`src/shared/pcie_cap_pkg.sv`:
```
// Constants for the express capability configuration register bank
package pcie_cap_pkg;
   // Configuration byte offsets
   localparam logic [7:0]  OFF_SUBSYS_ID   = 8'h86;
   localparam logic [7:0]  OFF_CAP_ID      = 8'h90;
   localparam logic [7:0]  OFF_NEXT_PTR    = 8'h91;
   localparam logic [7:0]  OFF_EXP_CAPS    = 8'h92;
   localparam logic [7:0]  OFF_DEV_CAPS    = 8'h94;
   localparam logic [7:0]  OFF_GEN_CTRL    = 8'hD4;

   // Fixed and reset values
   localparam logic [15:0] SUBSYS_RST      = 16'h0000;
   localparam logic [7:0]  CAP_ID_VAL      = 8'h10;
   localparam logic [7:0]  NEXT_PTR_VAL    = 8'h00;
   localparam logic [3:0]  PORT_TYPE_VAL   = 4'h7;
   localparam logic [3:0]  CAP_VERSION_VAL = 4'h1;
   localparam logic [15:0] EXP_CAPS_VAL    = 16'h0071;
   localparam logic [31:0] DEV_CAPS_RST    = 32'h00000D82;
   localparam logic [2:0]  LAT_RST         = 3'h6;
   localparam logic [2:0]  MAX_PAYLOAD_SUPPORTED_VAL        = 3'h2;
   localparam logic [1:0]  PFS_VAL         = 2'h0;
   localparam logic [1:0]  SCALE_RST       = 2'h0;
   localparam logic [7:0]  VALUE_RST       = 8'h00;

   // Field positions in device capabilities
   localparam int          DC_SCALE_LSB    = 26;
   localparam int          DC_VALUE_LSB    = 18;
   localparam int          DC_L1_LSB       = 9;
   localparam int          DC_L0S_LSB      = 6;

   // Field positions in the message payload and the general control word
   localparam int          MSG_SCALE_LSB   = 8;
   localparam int          MSG_VALUE_LSB   = 0;
   localparam int          GC_L1_LSB       = 13;
   localparam int          GC_L0S_LSB      = 16;

   // Slot power multipliers, in milliwatts per unit of captured value
   localparam logic [9:0]  MULT_SCALE_0    = 10'd1000;
   localparam logic [9:0]  MULT_SCALE_1    = 10'd100;
   localparam logic [9:0]  MULT_SCALE_2    = 10'd10;
   localparam logic [9:0]  MULT_SCALE_3    = 10'd1;

   // Read answer follows the request by this many cycles
   localparam int          RD_LATENCY      = 1;

   // Register decode targets
   typedef enum logic [1:0] {
      SEL_NONE     = 2'b00,
      SEL_SUBSYS   = 2'b01,
      SEL_CAP_HEAD = 2'b10,
      SEL_DEV_CAPS = 2'b11
   } reg_sel_e;
endpackage

```
`src/verilog/latency_field.sv`:
```
// One acceptable-latency field with reset default and floor clamp
`timescale 1ns/1ns
module latency_field
#(
   parameter logic [2:0] RST_VALUE = 3'h0
)
(
   // Clock and reset
   input  wire logic       ref_clk,
   input  wire logic       rstn,
   input  wire logic       clear,
   // Programming
   input  wire logic       load,
   input  wire logic [2:0] wr_value,
   input  wire logic [2:0] phy_floor,
   // Result
   output logic [2:0]      value_reg
);
   logic [2:0] value_next;

   // Never load less than the physical layer needs to leave the state
   always_comb
   begin
      value_next = (wr_value < phy_floor) ? phy_floor : wr_value;
   end

   always_ff @(posedge ref_clk)
   begin
      if (!rstn || clear)
         value_reg <= RST_VALUE;
      else if (load)
         value_reg <= value_next;
   end
endmodule // latency_field

```
`src/verilog/power_limit_calc.sv`:
```
// Slot power limit in milliwatts from captured scale and value
`timescale 1ns/1ns
module power_limit_calc
   import pcie_cap_pkg::*;
(
   // Clock and reset
   input  wire logic        ref_clk,
   input  wire logic        rstn,
   // Captured fields
   input  wire logic [1:0]  scale,
   input  wire logic [7:0]  value,
   // Result
   output logic [17:0]      limit_mw_reg
);
   logic [9:0] mult;

   always_comb
   begin
      case (scale)
         2'b00:   mult = MULT_SCALE_0;
         2'b01:   mult = MULT_SCALE_1;
         2'b10:   mult = MULT_SCALE_2;
         2'b11:   mult = MULT_SCALE_3;
         default: mult = MULT_SCALE_0;
      endcase
   end

   always_ff @(posedge ref_clk)
   begin
      if (!rstn)
         limit_mw_reg <= 18'h00000;
      else
         limit_mw_reg <= 18'(value) * 18'(mult);
   end
endmodule // power_limit_calc

```
`src/verilog/pcie_cap_regs.sv`:
```
// Express capability configuration registers of the bridge
`timescale 1ns/1ns
module pcie_cap_regs
   import pcie_cap_pkg::*;
(
   // Clock and resets
   input  wire logic        ref_clk,
   input  wire logic        rstn,
   input  wire logic        pcie_reset_n,
   input  wire logic        global_reset_input_n,
   // Configuration access, dword data at a byte offset
   input  wire logic        cfg_rd,
   input  wire logic        cfg_wr,
   input  wire logic [7:0]  cfg_addr,
   input  wire logic [31:0] cfg_wdata,
   output logic             cfg_rd_valid,
   output logic [31:0]      cfg_rdata,
   output logic             cfg_wr_ack,
   // Subsystem identifier sources
   input  wire logic        eeprom_load,
   input  wire logic [15:0] eeprom_subsys_id,
   input  wire logic        alias_wr,
   input  wire logic [15:0] alias_subsys_id,
   // Received slot power limit message
   input  wire logic        spl_msg_valid,
   input  wire logic [9:0]  spl_msg_payload,
   // General control register write
   input  wire logic        gen_ctrl_wr,
   input  wire logic [31:0] gen_ctrl_data,
   // Physical layer exit latencies, encoded as the latency fields
   input  wire logic [2:0]  phy_l1_exit_lat,
   input  wire logic [2:0]  phy_l0s_exit_lat,
   // Derived slot power limit
   output logic [17:0]      slot_power_limit_mw
);
   import pcie_cap_pkg::*;

   logic [15:0] subsys_id_reg;
   logic [1:0]  captured_power_scale_reg;
   logic [7:0]  captured_power_value_reg;
   logic [2:0]  l1_acceptable_latency;
   logic [2:0]  l0s_acceptable_latency;
   logic        rd_valid_reg;
   logic [31:0] rdata_reg;
   logic [31:0] rdata_next;
   logic        wr_ack_reg;
   logic        side_reset;
   reg_sel_e    sel;
   logic [15:0] express_capabilities;
   logic [31:0] device_capabilities;
   logic [2:0]  setting_a;
   logic [2:0]  setting_b;

   // Express and global reset act like power-on reset on the soft state
   assign side_reset = !pcie_reset_n || !global_reset_input_n;

   assign setting_a = gen_ctrl_data[GC_L1_LSB +: 3];
   assign setting_b = gen_ctrl_data[GC_L0S_LSB +: 3];

   // Subsystem identifier: no configuration write path reaches it
   always_ff @(posedge ref_clk)
   begin
      if (!rstn || side_reset)
         subsys_id_reg <= SUBSYS_RST;
      else if (alias_wr)
         subsys_id_reg <= alias_subsys_id;
      else if (eeprom_load)
         subsys_id_reg <= eeprom_subsys_id;
   end

   // Captured slot power limit fields
   always_ff @(posedge ref_clk)
   begin
      if (!rstn || side_reset)
      begin
         captured_power_scale_reg <= SCALE_RST;
         captured_power_value_reg <= VALUE_RST;
      end
      else if (spl_msg_valid)
      begin
         captured_power_scale_reg <= spl_msg_payload[MSG_SCALE_LSB +: 2];
         captured_power_value_reg <= spl_msg_payload[MSG_VALUE_LSB +: 8];
      end
   end

   // The two latency fields share one structure
   latency_field #(.RST_VALUE(LAT_RST)) u_l1_lat
   (
      .ref_clk   (ref_clk),
      .rstn      (rstn),
      .clear     (side_reset),
      .load      (gen_ctrl_wr),
      .wr_value  (setting_a),
      .phy_floor (phy_l1_exit_lat),
      .value_reg (l1_acceptable_latency)
   );

   latency_field #(.RST_VALUE(LAT_RST)) u_l0s_lat
   (
      .ref_clk   (ref_clk),
      .rstn      (rstn),
      .clear     (side_reset),
      .load      (gen_ctrl_wr),
      .wr_value  (setting_b),
      .phy_floor (phy_l0s_exit_lat),
      .value_reg (l0s_acceptable_latency)
   );

   power_limit_calc u_power
   (
      .ref_clk      (ref_clk),
      .rstn         (rstn),
      .scale        (captured_power_scale_reg),
      .value        (captured_power_value_reg),
      .limit_mw_reg (slot_power_limit_mw)
   );

   // Capabilities word: reserved, slot bit, port type, version
   assign express_capabilities = {7'h00, 1'b0,
                                  PORT_TYPE_VAL,
                                  CAP_VERSION_VAL};

   assign device_capabilities = {4'h0,
                                 captured_power_scale_reg,
                                 captured_power_value_reg,
                                 3'h0,
                                 1'b0, 1'b0, 1'b0,
                                 l1_acceptable_latency,
                                 l0s_acceptable_latency,
                                 1'b0, PFS_VAL,
                                 MAX_PAYLOAD_SUPPORTED_VAL};

   // Decode on the dword index; byte lanes are the host's concern
   always_comb
   begin
      if (cfg_addr[7:2] == OFF_SUBSYS_ID[7:2])
         sel = SEL_SUBSYS;
      else if (cfg_addr[7:2] == OFF_CAP_ID[7:2])
         sel = SEL_CAP_HEAD;
      else if (cfg_addr[7:2] == OFF_DEV_CAPS[7:2])
         sel = SEL_DEV_CAPS;
      else
         sel = SEL_NONE;
   end

   always_comb
   begin
      case (sel)
         SEL_SUBSYS:   rdata_next = {subsys_id_reg, 16'h0000};
         SEL_CAP_HEAD: rdata_next = {express_capabilities,
                                     NEXT_PTR_VAL,
                                     CAP_ID_VAL};
         SEL_DEV_CAPS: rdata_next = device_capabilities;
         default:      rdata_next = 32'h00000000;
      endcase
   end

   // Read answer one cycle after the request
   always_ff @(posedge ref_clk)
   begin
      if (!rstn)
      begin
         rd_valid_reg <= 1'b0;
         rdata_reg    <= 32'h00000000;
      end
      else
      begin
         rd_valid_reg <= cfg_rd;
         if (cfg_rd)
            rdata_reg <= rdata_next;
      end
   end

   // Writes are acknowledged but nothing here listens to cfg_wdata
   always_ff @(posedge ref_clk)
   begin
      if (!rstn)
         wr_ack_reg <= 1'b0;
      else
         wr_ack_reg <= cfg_wr;
   end

   assign cfg_rd_valid = rd_valid_reg;
   assign cfg_rdata    = rdata_reg;
   assign cfg_wr_ack   = wr_ack_reg;

   logic [1:0] cfg_rdata_peek_scale;
   assign cfg_rdata_peek_scale = device_capabilities[DC_SCALE_LSB +: 2];
endmodule // pcie_cap_regs

```
`config.mk`:
```
export PLATFORM = sky130hd
export DESIGN_NAME = pcie_cap_regs
export DESIGN_NICKNAME = d
export VERILOG_FILES = /design/src/shared/pcie_cap_pkg.sv /design/src/verilog/latency_field.sv /design/src/verilog/power_limit_calc.sv /design/src/verilog/pcie_cap_regs.sv
export SDC_FILE = /design/constraint.sdc
export NUM_CORES = 1
export LEC_CHECK = 0
export BUFFER_PORTS_ARGS = -buffer_cell sky130_fd_sc_hd__buf_2
export CORE_MARGIN = 8
export CORE_UTILIZATION = 56
export DETAILED_ROUTE_END_ITERATION = 10
export HOLD_SLACK_MARGIN = 0.1
export MAX_ROUTING_LAYER = met4
export PLACE_DENSITY_LB_ADDON = 0.05
export SYNTH_ARGS = -nofsm -noshare
export SYNTH_HDL_FRONTEND = slang
export SYNTH_SLANG_ARGS = --single-unit
```
`constraint.sdc`:
```
create_clock -name ref_clk -period 11.55 [get_ports ref_clk]
set_input_delay 0.5775 -clock ref_clk [delete_from_list [all_inputs] [get_ports ref_clk]]
set_output_delay 0.5775 -clock ref_clk [all_outputs]
set_load 0.1 [all_outputs]
```
==> results of run 1 <==
==> synthesized netlist by cell type (2+ instances only) <==
cell type,count,area (um2)
a211oi_1,10,75.07
a21o_1,6,45.04
a21oi_1,49,245.2
a22oi_1,6,45.04
a31oi_1,3,18.77
and2_1,11,68.82
and2_4,2,17.52
and3_1,6,37.54
and4_1,2,17.52
buf_1,2,7.510
buf_2,4,20.02
buf_4,8,60.06
buf_6,2,22.52
clkbuf_1,18,67.56
dfxtp_1,76,1521
fa_1,40,800.8
ha_1,52,650.6
inv_1,86,322.8
mux2i_1,36,360.4
nand2_1,25,93.84
nand2b_1,22,137.6
nand3_1,16,80.08
nand4_1,3,18.77
nor2_1,72,270.3
nor2b_1,14,87.58
nor3_1,8,40.04
nor3b_1,2,15.01
o21a_1,4,30.03
o21ai_0,13,65.06
or2_2,4,25.02
xnor2_1,3,26.28
xor2_1,4,35.03
==> where the power goes <==
part | switching [mW] | internal [mW] | total (mW)
combinational | 0.0859 | 0.0354 | 0.121
clock | 0.113 | 0.125 | 0.239
sequential | 0.00418 | 0.269 | 0.273
==> how the worst max path moves through the flow <==
stage                                                         from                                   to  slack, ns
after floorplan           captured_power_scale_reg[0]$_SDFFE_PP0P_  u_power.limit_mw_reg[14]$_SDFF_PN0_       7.09
after global placement    captured_power_scale_reg[0]$_SDFFE_PP0P_  u_power.limit_mw_reg[17]$_SDFF_PN0_       6.35
after detailed placement  captured_power_scale_reg[0]$_SDFFE_PP0P_  u_power.limit_mw_reg[17]$_SDFF_PN0_       6.32
after CTS                 captured_power_scale_reg[1]$_SDFFE_PP0P_  u_power.limit_mw_reg[14]$_SDFF_PN0_       6.25
after global routing      captured_power_scale_reg[0]$_SDFFE_PP0P_  u_power.limit_mw_reg[13]$_SDFF_PN0_       5.84
final                     captured_power_scale_reg[1]$_SDFFE_PP0P_  u_power.limit_mw_reg[14]$_SDFF_PN0_       6.27
==> worst reg2reg max path: cells and delay by family, from the launching register on <==
| kind | cells | cell delay (ns) |
|---|---|---|
| adders and majority gates | 5 | 2.50 |
| and+or+nand+nor | 3 | 0.84 |
| AOI/OAI and AO/OA | 3 | 0.81 |
| DFF | 1 | 0.70 |
| muxes | 1 | 0.22 |
| buffers and inverters | 3 | 0.16 |
==> stage by stage <==
| stage | power [mW] | hold WS (ns) |
|---|---|---|
| after CTS | 0.6390 | 0.4073 |
| after floorplan | 0.3743 | 0.4471 |
| after detailed placement | 0.4005 | 0.4605 |
| after global placement | 0.3979 | 0.4525 |
| final | 0.6331 | 0.4187 |
| after global routing | 0.6605 | 0.4281 |
==> logic make-up (layout without fill, tap and decap cells) <==
kind of cell,Yosys count,in the layout
flops,76,76
other cells,1,9
fa+ha+maj,92,92
xor+xnor,7,7
simple gates,191,191
buf+inv,120,216
compound gates,101,101
mux,36,36
==> layout make-up <==
cell class              count  area (um2)
diodes                      1       2.502
well taps                 133       166.4
flip-flops and latches     76        1521
repair buffers            114       573.1
clock inverters             7       105.1
fillers                   873        3318
multi-input cells         435        3506
inverters                  86       322.8
clock buffers               9       123.9
==> metal layers <==
metal / part of all wire [%] / GRT usage (%) / wire length, um
met5: 0 / - / 0
met4: 1.5 / 6.830 / 182
met3: 5.1 / 3.992 / 632
met2: 47 / 31.96 / 5820
met1: 47 / 24.75 / 5780
==> summary.md, run 1 <==
| Metric | Value |
|---|---|
| Status | finished, final reports clean |
| Setup TNS | 0 ns |
| Drt pass-1 iters | 5 |
| Clk pin slew, worst setup/hold paths | 0.09 ns |
| Total global-route track usage | 20.01% |
| Largest family of logic cells by synthesized area | adder cells |
| Antenna violations before repair | 1 |
| Mean post-synth cell area | between 8 and 9 um2 |
| Placed inst area | slightly above 6000 um2 |
| Slowest cell on crit path | dfxtp_1 |
| Fmax | 189.4 MHz |
| Total Routed Length | 12420 um |
| DP Cell Count | 844 |
| Port Buffers | roughly 110 |
| ANT nets after route | 0 |
| Seq/Total Area, Yosys | between 20% and 30% |
| Max reg flops | 24 |
| Most common cell after layout, fill and taps aside | buf_2 |
| TritonCTS Buffers | 9 |
| CP top delay family | adder cells |
| First-pass GRT wire length | approximately 21000 um |
| TritonCTS Sinks | 76 |
| Power Dens Cells | between 100 and 150 nW/um2 |
| HP Class | in2reg |
| Post-CTS Setup Bufs | 0 |
| Commonest cells after routing, fill and taps aside | 113 x buf_2, 86 x inv_1, 76 x dfxtp_1 |
| Startpoint Class | register |
| Row cnt | 36 |
| Crit Path Max Fanout | 19 |
| Synth Flop Type | dfxtp_1 |
| Min-delay src | cfg_wr |
| DP Worst Slack | 6.318 ns |
| Post-synth EDFFs | 0 |
| Max-cap violations | 0 |
| Final Max Tran Viols | 0 |
| Cell count of the worst hold path | 2 |
| WP buf/inv | 3 |
| Die H | approximately 120 um |
| Resized cells post-CTS | 0 |
| Cells along the critical path | nor2b_1 -> nand2_1 -> fa_1 -> fa_1 -> inv_1 -> fa_1 -> inv_1 -> fa_1 -> inv_1 -> ha_1 -> and2_4 -> a221oi_2 -> a21oi_2 -> o41ai_2 -> mux2i_1 |
| Clk_lat worst skew | roughly 0.37 ns |
| Die area | 13250 um2 |
| Synthesized-area fraction occupied by adder cells | approximately a quarter |
| Placer Congestion | around 0.84 |
| Die Wd | ~120 um |
| Vias per cell | approximately 5.1 |
| Slew HR | between 20% and 30% |
| 1st-iter DRT viols | 200 |
| Drt drc | 0 |
| Layout cell share with drive strength beyond 1 | 19.81% |
| Gate Count Post-Synth | roughly 620 |
| Worst slew pin tran | 1.104 ns |
| Design area | 6321 um2 |
| Grt ovf | 0 |
| Asr flop ratio synth | 0% |
| Final HPWL DP | 9988 um |
| Final Hold Viols | 0 |
| Vias in the first global route | 4501 |
| Pin count of the biggest net entering global routing | 48 |
| Vias | 4381 |
| Final worst slack | 6.270 ns |
| Synth unique cells | 47 |
| Leakage power | 3.311 nW |
| R2R setup slack | 6.27 ns |
| Clock root cell | clkbuf_8 |
| Levels on crit path | 15 |
| RSZ-0062 raised after global routing | false |
| Critical path class | reg2reg |
| Worst Setup End Kind | register |
| R2R Path End | u_power.limit_mw_reg[14]$_SDFF_PN0_ |
| Max IR drop VDD | 74.90 uV |
| Area Overhead vs Synth | 14.90% |
| Req. time, crit path | 11.85 ns |
| Post-synthesis simple-gate area fraction | 17.53% |
| Synth Register Bits | 76 |
| Hold Path End | cfg_wr_ack$_SDFF_PN0_ |
| FF-to-FF Start | captured_power_scale_reg[1]$_SDFFE_PP0P_ |
| CP dominant cell by count | fa_1 |
| Final core utilization | 65.58% |
| Final std cells w/o fill | 861 |
| Final Skew | 0.009784 ns |
| CTS tree | done |
| Crit share post-route | between 40% and 50% |
| # setup viols final | 0 |
| CTS Buffer Depth | 2 |
| Mux contribution to synthesized area | 6.550% |
| WP data arrival | around 5.6 ns |
| XOR/XNOR Fraction of Synth Area | 1.114% |
| Mapped Area | 5502 um2 |
| YS warnings | 0 |
| Critical Path Max Stage Delay | ~0.7 ns |
| Starting density of the core | between 50 and 60% |
| Final-stage net count | 944 |
| Fin crit period | 5.280 ns |
| H-tree levels | 3 |
| Core ar. | roughly 9600 um2 |
| Wire per inst | 14.42 um |
| Number of I/O pins | between 150 and 200 |
| Hold Buf Count CTS | 0 |
| Worst Reg-to-Reg Cells | 15 |
| Post-synthesis compound-gate area fraction | 11.60% |
Note: power is estimated with default switching activity, not from simulation.
==> inputs of run 2 (changes only) <==
--- a/config.mk
+++ b/config.mk
@@ -5,9 +5,10 @@
 export SDC_FILE = /design/constraint.sdc
 export NUM_CORES = 1
 export LEC_CHECK = 0
+export ABC_AREA = 1
 export BUFFER_PORTS_ARGS = -buffer_cell sky130_fd_sc_hd__buf_2
 export CORE_MARGIN = 8
-export CORE_UTILIZATION = 56
+export CORE_UTILIZATION = 47
 export DETAILED_ROUTE_END_ITERATION = 10
 export HOLD_SLACK_MARGIN = 0.1
 export MAX_ROUTING_LAYER = met4
==> constraint.sdc (replaced) <==
create_clock -name ref_clk -period 4.8 [get_ports ref_clk]
set_input_delay 0.24 -clock ref_clk [delete_from_list [all_inputs] [get_ports ref_clk]]
set_output_delay 0.24 -clock ref_clk [all_outputs]
set_load 0.1 [all_outputs]
==> run 2 against run 1 <==
Against the previous run: sequential share of layout area is 1.6 points lower; global-route usage shrank 1.5 points; design area grew 7.4%; setup slack got worse by 5.9 ns; final cell count is 29% higher; clock skew down 0.0055 ns; utilization fell by 9.3 points; first-iteration DRC count rose by 28%; fmax up 19%; clock power grew to 2.9 times the previous value; die area up 22%; wire length up 11%; largest power group is now the clock network.
==> summary.md, run 2 <==
| Metric | Value |
|---|---|
| Status | finished, final reports clean |
| Pin count of the biggest net entering global routing | 29 (-40%) |
| Die H | 127.2 um (+11%) |
| Synth unique cells | 30 (-36%) |
| Wire per inst | 12.40 um (-14%) |
| Setup TNS | 0 ns (unchanged) |
| CP top delay family | adder cells |
| CTS Buffer Depth | 2 (unchanged) |
| Slew HR | 54.40% (+28 points) |
| ANT cells | 0 (-1) |
| WP data arrival | 4.67 ns (-0.91 ns) |
| Max reg flops | 24 (unchanged) |
| Number of I/O pins | 182 (unchanged) |
| WP buf/inv | 4 (+1) |
| Final Hold Viols | 0 (unchanged) |
| Crit Path Max Fanout | 7 (-12) |
| # setup viols final | 0 (unchanged) |
| Most common cell after layout, fill and taps aside | nand2_1 |
| Critical path class | reg2reg |
| H-tree levels | 3 (unchanged) |
| Starting density of the core | 48.22% (-8.9 points) |
| Synth Flop Type | dfxtp_1 |
| Area Overhead vs Synth | 16.70% |
| Clk_lat worst skew | 0.35 ns (-0.02 ns) |
| Layout cell share with drive strength beyond 1 | 15.71% (-4.1 points) |
| Crit share post-route | 92.39% (+47 points) |
| DP Cell Count | 1093 (+30%) |
| Max-cap violations | 0 (unchanged) |
| Design area | 6787 um2 (+7.4%) |
| Startpoint Class | register |
| Leakage power | 3.763 nW (+14%) |
| RSZ-0062 raised after global routing | false |
| First-pass GRT wire length | 23970 um (+16%) |
| Final Skew | 0.004288 ns (-0.005496 ns) |
| TritonCTS Buffers | 9 (unchanged) |
| Core ar. | 12060 um2 (+25%) |
| Clk pin slew, worst setup/hold paths | 0.06 ns (-0.03 ns) |
| Max IR drop VDD | 167.3 uV (+120%) |
| Fmax | 225.5 MHz (+19%) |
| Die area | 16190 um2 (+22%) |
| Synth Register Bits | 76 (unchanged) |
| Port Buffers | 113 (unchanged) |
| Placer Congestion | 0.8809 (+4.5%) |
| Grt ovf | 0 (unchanged) |
| CTS tree | done |
| Drt pass-1 iters | 4 (-1) |
| Vias | 5174 (+18%) |
| Critical Path Max Stage Delay | 0.56 ns (-0.14 ns) |
| Clock root cell | clkbuf_16 |
| Most common cell in the synthesized netlist | nand2_1 |
| Mean post-synth cell area | 6.998 um2 (-21%) |
| Die Wd | 127.2 um (+11%) |
| ANT nets after route | 0 (unchanged) |
| Final Max Tran Viols | 0 (unchanged) |
| Mapped Area | 5816 um2 (+5.7%) |
| 1st-iter DRT viols | 257 (+28%) |
| Total Routed Length | 13770 um (+11%) |
| Largest cells by area after synthesis | dfxtp_1 26%, nand2_1 14%, fa_1 14% |
| Power Dens Cells | 240.6 nW/um2 (+140%) |
| YS warnings | 0 (unchanged) |
| Slowest cell on crit path | fa_1 |
| Final HPWL DP | 11470 um (+15%) |
| Req. time, crit path | 5.04 ns (-6.81 ns) |
| Gate Count Post-Synth | 831 (+33%) |
| Seq/Total Area, Yosys | 26.16% (-1.5 points) |
| Area share of the largest cell type after synthesis | 26.16% (-1.5 points) |
| Asr flop ratio synth | 0% (unchanged) |
| Post-synth EDFFs | 0 (unchanged) |
| TritonCTS Sinks | 76 (unchanged) |
| Tot Pwr | 1.633 mW (+160%) |
| Vias per cell | 4.661 (-8.4%) |
| Post-CTS Setup Bufs | 0 (unchanged) |
| Final-stage net count | 1159 (+23%) |
| Row cnt | 40 (+11%) |
| Synth area leader | dfxtp_1 |
| Antenna violations before repair | 0 (-1) |
| Placed inst area | 6467 um2 (+6.2%) |
| HP Class | in2reg |
| Fin crit period | 4.435 ns (-0.8459 ns) |
| Total global-route track usage | 18.55% (-1.5 points) |
| Drt drc | 0 (unchanged) |
| Cells along the critical path | inv_1 -> nor2_1 -> inv_1 -> nor2_1 -> fa_1 -> fa_1 -> fa_1 -> inv_1 -> fa_1 -> inv_1 -> ha_1 -> nand2_1 -> nor2_1 -> and2_1 -> nand2_1 -> a21oi_1 -> nor2_1 |
| Final std cells w/o fill | 1110 (+29%) |
| Vias in the first global route | 5449 (+21%) |
| Worst slew pin tran | 0.6820 ns (-0.4224 ns) |
| Top cells by count, synth | 223 x nand2_1, 179 x inv_1, 76 x dfxtp_1 |
| Fill cells | 1217 (+39%) |
| Commonest cells after routing, fill and taps aside | 223 x nand2_1, 179 x inv_1, 113 x buf_2 |
| Worst Setup End Kind | register |
-- run 2: per-layer routing --
metal  part of all wire [%]  GRT usage [%]
met3                    4.5          4.368
met4                    1.7          6.368
met5                      0              -
met1                     43          20.43
met2                     50          32.35
-- run 2: cells by family (layout without fill, tap and decap cells) --
group                    Yosys count  count (layout)  share of synthesized area (%)
AO/OA/AOI/OAI                    103             103                          9.531
XOR/XNOR                           1               1                         0.1506
adder cells (fa/ha/maj)           92              92                          24.96
buffers and inverters            213             317                          14.93
flip-flops                        76              76                          26.16
other                              1               8                        0.06448
AND/OR/NAND/NOR                  345             345                          24.20
-- run 2: power breakdown --
group          internal (mW)  switching, mW  leakage (nW)
logic                 0.0722          0.202          3.00
registers              0.646        0.00802         0.617
clock network          0.412          0.293         0.145
total                   1.13          0.503          3.76
-- run 2: final timing paths --
kind	startpoint	endpoint	slack, ns	cells past startpoint
max	captured_power_scale_reg[1]$_SDFFE_PP0P_	u_power.limit_mw_reg[16]$_SDFF_PN0_	0.37	17
min	spl_msg_payload[9]	captured_power_scale_reg[1]$_SDFFE_PP0P_	0.14	3
min reg2reg	cfg_rdata[10]$_SDFFE_PN0P_	cfg_rdata[10]$_SDFFE_PN0P_	0.46	2
max reg2reg	captured_power_scale_reg[1]$_SDFFE_PP0P_	u_power.limit_mw_reg[16]$_SDFF_PN0_	0.37	17
-- run 2: layout make-up --
cell class	count	area, um2	area share (%)
clock inverter	7	82.58	1.217
sequential	76	1523	22.44
clock buffer	9	225.2	3.319
tap	168	210.2	3.097
timing repair buffer	118	605.6	8.923
multi-input combinational	549	3452	50.87
inverter	183	688.2	10.14
-- run 2: worst min-delay path, delay by kind of cell --
kind / cells / cell delay, ns
AOI/OAI and AO/OA: 1 / 0.05
and+or+nand+nor: 1 / 0.05
buffers and inverters: 1 / 0.09
-- run 2: per-stage QoR --
| stage | hold WS, ns | worst slack, ns | util, % |
|---|---|---|---|
| 5_1_grt | 0.1327 | 0.01247 | 56.27 |
| 3_3_place_gp | 0.4201 | 0.3669 | 53.62 |
| 2_1_floorplan | 0.3376 | 0.7540 | - |
| 4_1_cts | 0.1323 | 0.2746 | 56.26 |
| 6_report | 0.1406 | 0.3654 | 56.27 |
| 3_5_place_dp | 0.4283 | 0.2868 | 53.62 |
-- run 2: repair_timing --
item                                   CTS  global route
setup endpoints to repair                0             4
gates resized for setup                  0             1
endpoints found under the hold margin    1             0
hold buffers                             1             0
==> inputs of run 3 (changes only) <==
--- a/config.mk
+++ b/config.mk
@@ -12,7 +12,7 @@
 export DETAILED_ROUTE_END_ITERATION = 10
 export HOLD_SLACK_MARGIN = 0.1
 export MAX_ROUTING_LAYER = met4
-export PLACE_DENSITY_LB_ADDON = 0.05
+export PLACE_DENSITY = 0.75
 export SYNTH_ARGS = -nofsm -noshare
 export SYNTH_HDL_FRONTEND = slang
 export SYNTH_SLANG_ARGS = --single-unit
==> run 3 against run 2 <==
Against the previous run: non-clock buffer count unchanged; critical path type unchanged; setup slack hardly changed; power shrank 3.9%; largest power group is now registers; global-route usage down 0.71 points; wire length decreased by 3.0%; combinational power hardly changed; via count shrank 1.7%; sequential power barely moved; utilization down 0.16 points; clock-buffer cell count grew 2.
==> summary.md, run 3 (synthesis results as in run 2) <==
| Metric | Value |
|---|---|
| Status | finished, final reports clean |
| Antenna violations before repair | 1 (+1) |
| Slew HR | 56.50% (+2.1 points) |
| Clk_lat worst skew | 0.33 ns (-0.02 ns) |
| Max reg flops | 24 (unchanged) |
| Leakage power | 3.760 nW (about the same) |
| Area Overhead vs Synth | 16.37% |
| CTS tree | done |
| Power Dens Cells | 231.9 nW/um2 (-3.6%) |
| Pin count of the biggest net entering global routing | 29 (unchanged) |
| Die H | 127.2 um (unchanged) |
| First-pass GRT wire length | 23220 um (-3.1%) |
| Fmax | 225.5 MHz (about the same) |
| Multi-input gate area | 3452 um2 (unchanged) |
| Row cnt | 40 (unchanged) |
| Startpoint Class | register |
| FF/Latch Area | 1521 um2 (about the same) |
| Vias | 5087 (-1.7%) |
| Drt pass-1 iters | 4 (unchanged) |
| CTS Buffer Depth | 2 (unchanged) |
| Setup TNS | 0 ns (unchanged) |
| Final worst slack | 0.3653 ns (-0.0001300 ns) |
| Total global-route track usage | 17.84% (-0.71 points) |
| Wire per inst | 12.02 um (-3.1%) |
| Post-CTS Setup Bufs | 0 (unchanged) |
| Max-cap violations | 0 (unchanged) |
| Placed inst area | 6467 um2 (unchanged) |
| Core ar. | 12060 um2 (unchanged) |
| DP Worst Slack | 0.3713 ns (+0.08442 ns) |
| Drt drc | 0 (unchanged) |
| Crit share post-route | 92.39% (about the same) |
| Critical Path Max Stage Delay | 0.55 ns (about the same) |
| Final Hold Viols | 0 (unchanged) |
| Total Routed Length | 13360 um (-3.0%) |
| Final Skew | 0.006336 ns (+0.002048 ns) |
| Max IR drop VDD | 173.2 uV (+3.5%) |
| Grt ovf | 0 (unchanged) |
| TritonCTS Sinks | 76 (unchanged) |
| Req. time, crit path | 5.02 ns (-0.02 ns) |
| DP Cell Count | 1093 (unchanged) |
| Final std cells w/o fill | 1111 (+0.090%) |
| Crit path launch | captured_power_scale_reg[0]$_SDFFE_PP0P_ |
| Vias in the first global route | 5139 (-5.7%) |
| CP top delay family | adder cells |
| H-tree levels | 3 (unchanged) |
| Critical path class | reg2reg |
| Clk pin slew, worst setup/hold paths | 0.06 ns (about the same) |
| Commonest cells after routing, fill and taps aside | 223 x nand2_1, 179 x inv_1, 113 x buf_2 |
| FF-to-FF Start | captured_power_scale_reg[0]$_SDFFE_PP0P_ |
| Worst Setup End Kind | register |
| Placer Congestion | 0.8512 (-3.4%) |
| Crit Path Max Fanout | 8 (+1) |
| Cells along the critical path | inv_1 -> nor2_1 -> inv_1 -> nor2_1 -> fa_1 -> fa_1 -> fa_1 -> inv_1 -> fa_1 -> inv_1 -> ha_1 -> nand2_1 -> nor2_1 -> and2_1 -> nand2_1 -> a21oi_1 -> nor2_1 |
| Final HPWL DP | 10960 um (-4.4%) |
| WP buf/inv | 4 (unchanged) |
| Min-delay src | spl_msg_payload[0] |
| WP data arrival | 4.66 ns (about the same) |
| TritonCTS Buffers | 9 (unchanged) |
| Fill cells | 1204 (-1.1%) |
| Number of I/O pins | 182 (unchanged) |
| Final core utilization | 56.11% (-0.16 points) |
| Final-stage net count | 1159 (unchanged) |
| Clock root cell | clkbuf_16 |
| Tot Pwr | 1.570 mW (-3.9%) |
| Slowest cell on crit path | fa_1 |
| Final Max Tran Viols | 0 (unchanged) |
| Vias per cell | 4.579 (-1.8%) |
| RSZ-0062 raised after global routing | false |
| HP Class | in2reg |
| 1st-iter DRT viols | 284 (+11%) |
| Worst slew pin tran | 0.6507 ns (-0.03131 ns) |
| ANT nets after route | 0 (unchanged) |
| Fin crit period | 4.435 ns (+0.0001300 ns) |
| Die area | 16190 um2 (unchanged) |
| Starting density of the core | 48.22% (unchanged) |
| # setup viols final | 0 (unchanged) |
| Final hold slack | 0.1507 ns (+0.01012 ns) |
| Die Wd | 127.2 um (unchanged) |
| Most common cell after layout, fill and taps aside | nand2_1 |
| Design area | 6768 um2 (-0.28%) |
| Layout cell share with drive strength beyond 1 | 15.61% (-0.11 points) |
| Port Buffers | 113 (unchanged) |
## run 3: final timing paths
kind / slack, ns / to / depth (start not counted)
worst max-delay path: 0.37 / u_power.limit_mw_reg[16]$_SDFF_PN0_ / 17
worst min-delay path: 0.15 / captured_power_value_reg[0]$_SDFFE_PP0P_ / 3
worst max register to register: 0.37 / u_power.limit_mw_reg[16]$_SDFF_PN0_ / 17
worst min register to register: 0.46 / cfg_rdata[29]$_SDFFE_PN0P_ / 2
## run 3: tightest hold or removal path: cells and delay by family
family / cells / cell delay (ns)
AOI/OAI and AO/OA: 1 / 0.06
buffers and inverters: 1 / 0.10
and+or+nand+nor: 1 / 0.04
## run 3: what timing repair did
item | in CTS | in global routing
resized for setup | 0 | 0
endpoints found under the hold margin | 1 | 0
hold buffers | 1 | 0
## run 3: report_power, final
part	switching [mW]	internal, mW
Combinational	0.202	0.0717
Clock	0.264	0.379
Sequential	0.00682	0.646
## run 3: per-layer routing
metal	track usage, %	up-vias	part of all wire (%)
met2	31.01	113	49
met1	20.03	2252	44
li1	-	2704	-
met3	4.950	18	5.5
met5	-	-	0
met4	4.059	0	2.0
## run 3: area by class of cell
cell class | instances | area share [%]
Clock buffer | 11 | 3.735
Timing Repair Buffer | 118 | 8.948
Multi-Input combinational cell | 549 | 51.01
Tap cell | 168 | 3.106
Sequential cell | 76 | 22.48
Antenna cell | 1 | 0.03698
Clock inverter | 5 | 0.5177
Inverter | 183 | 10.17
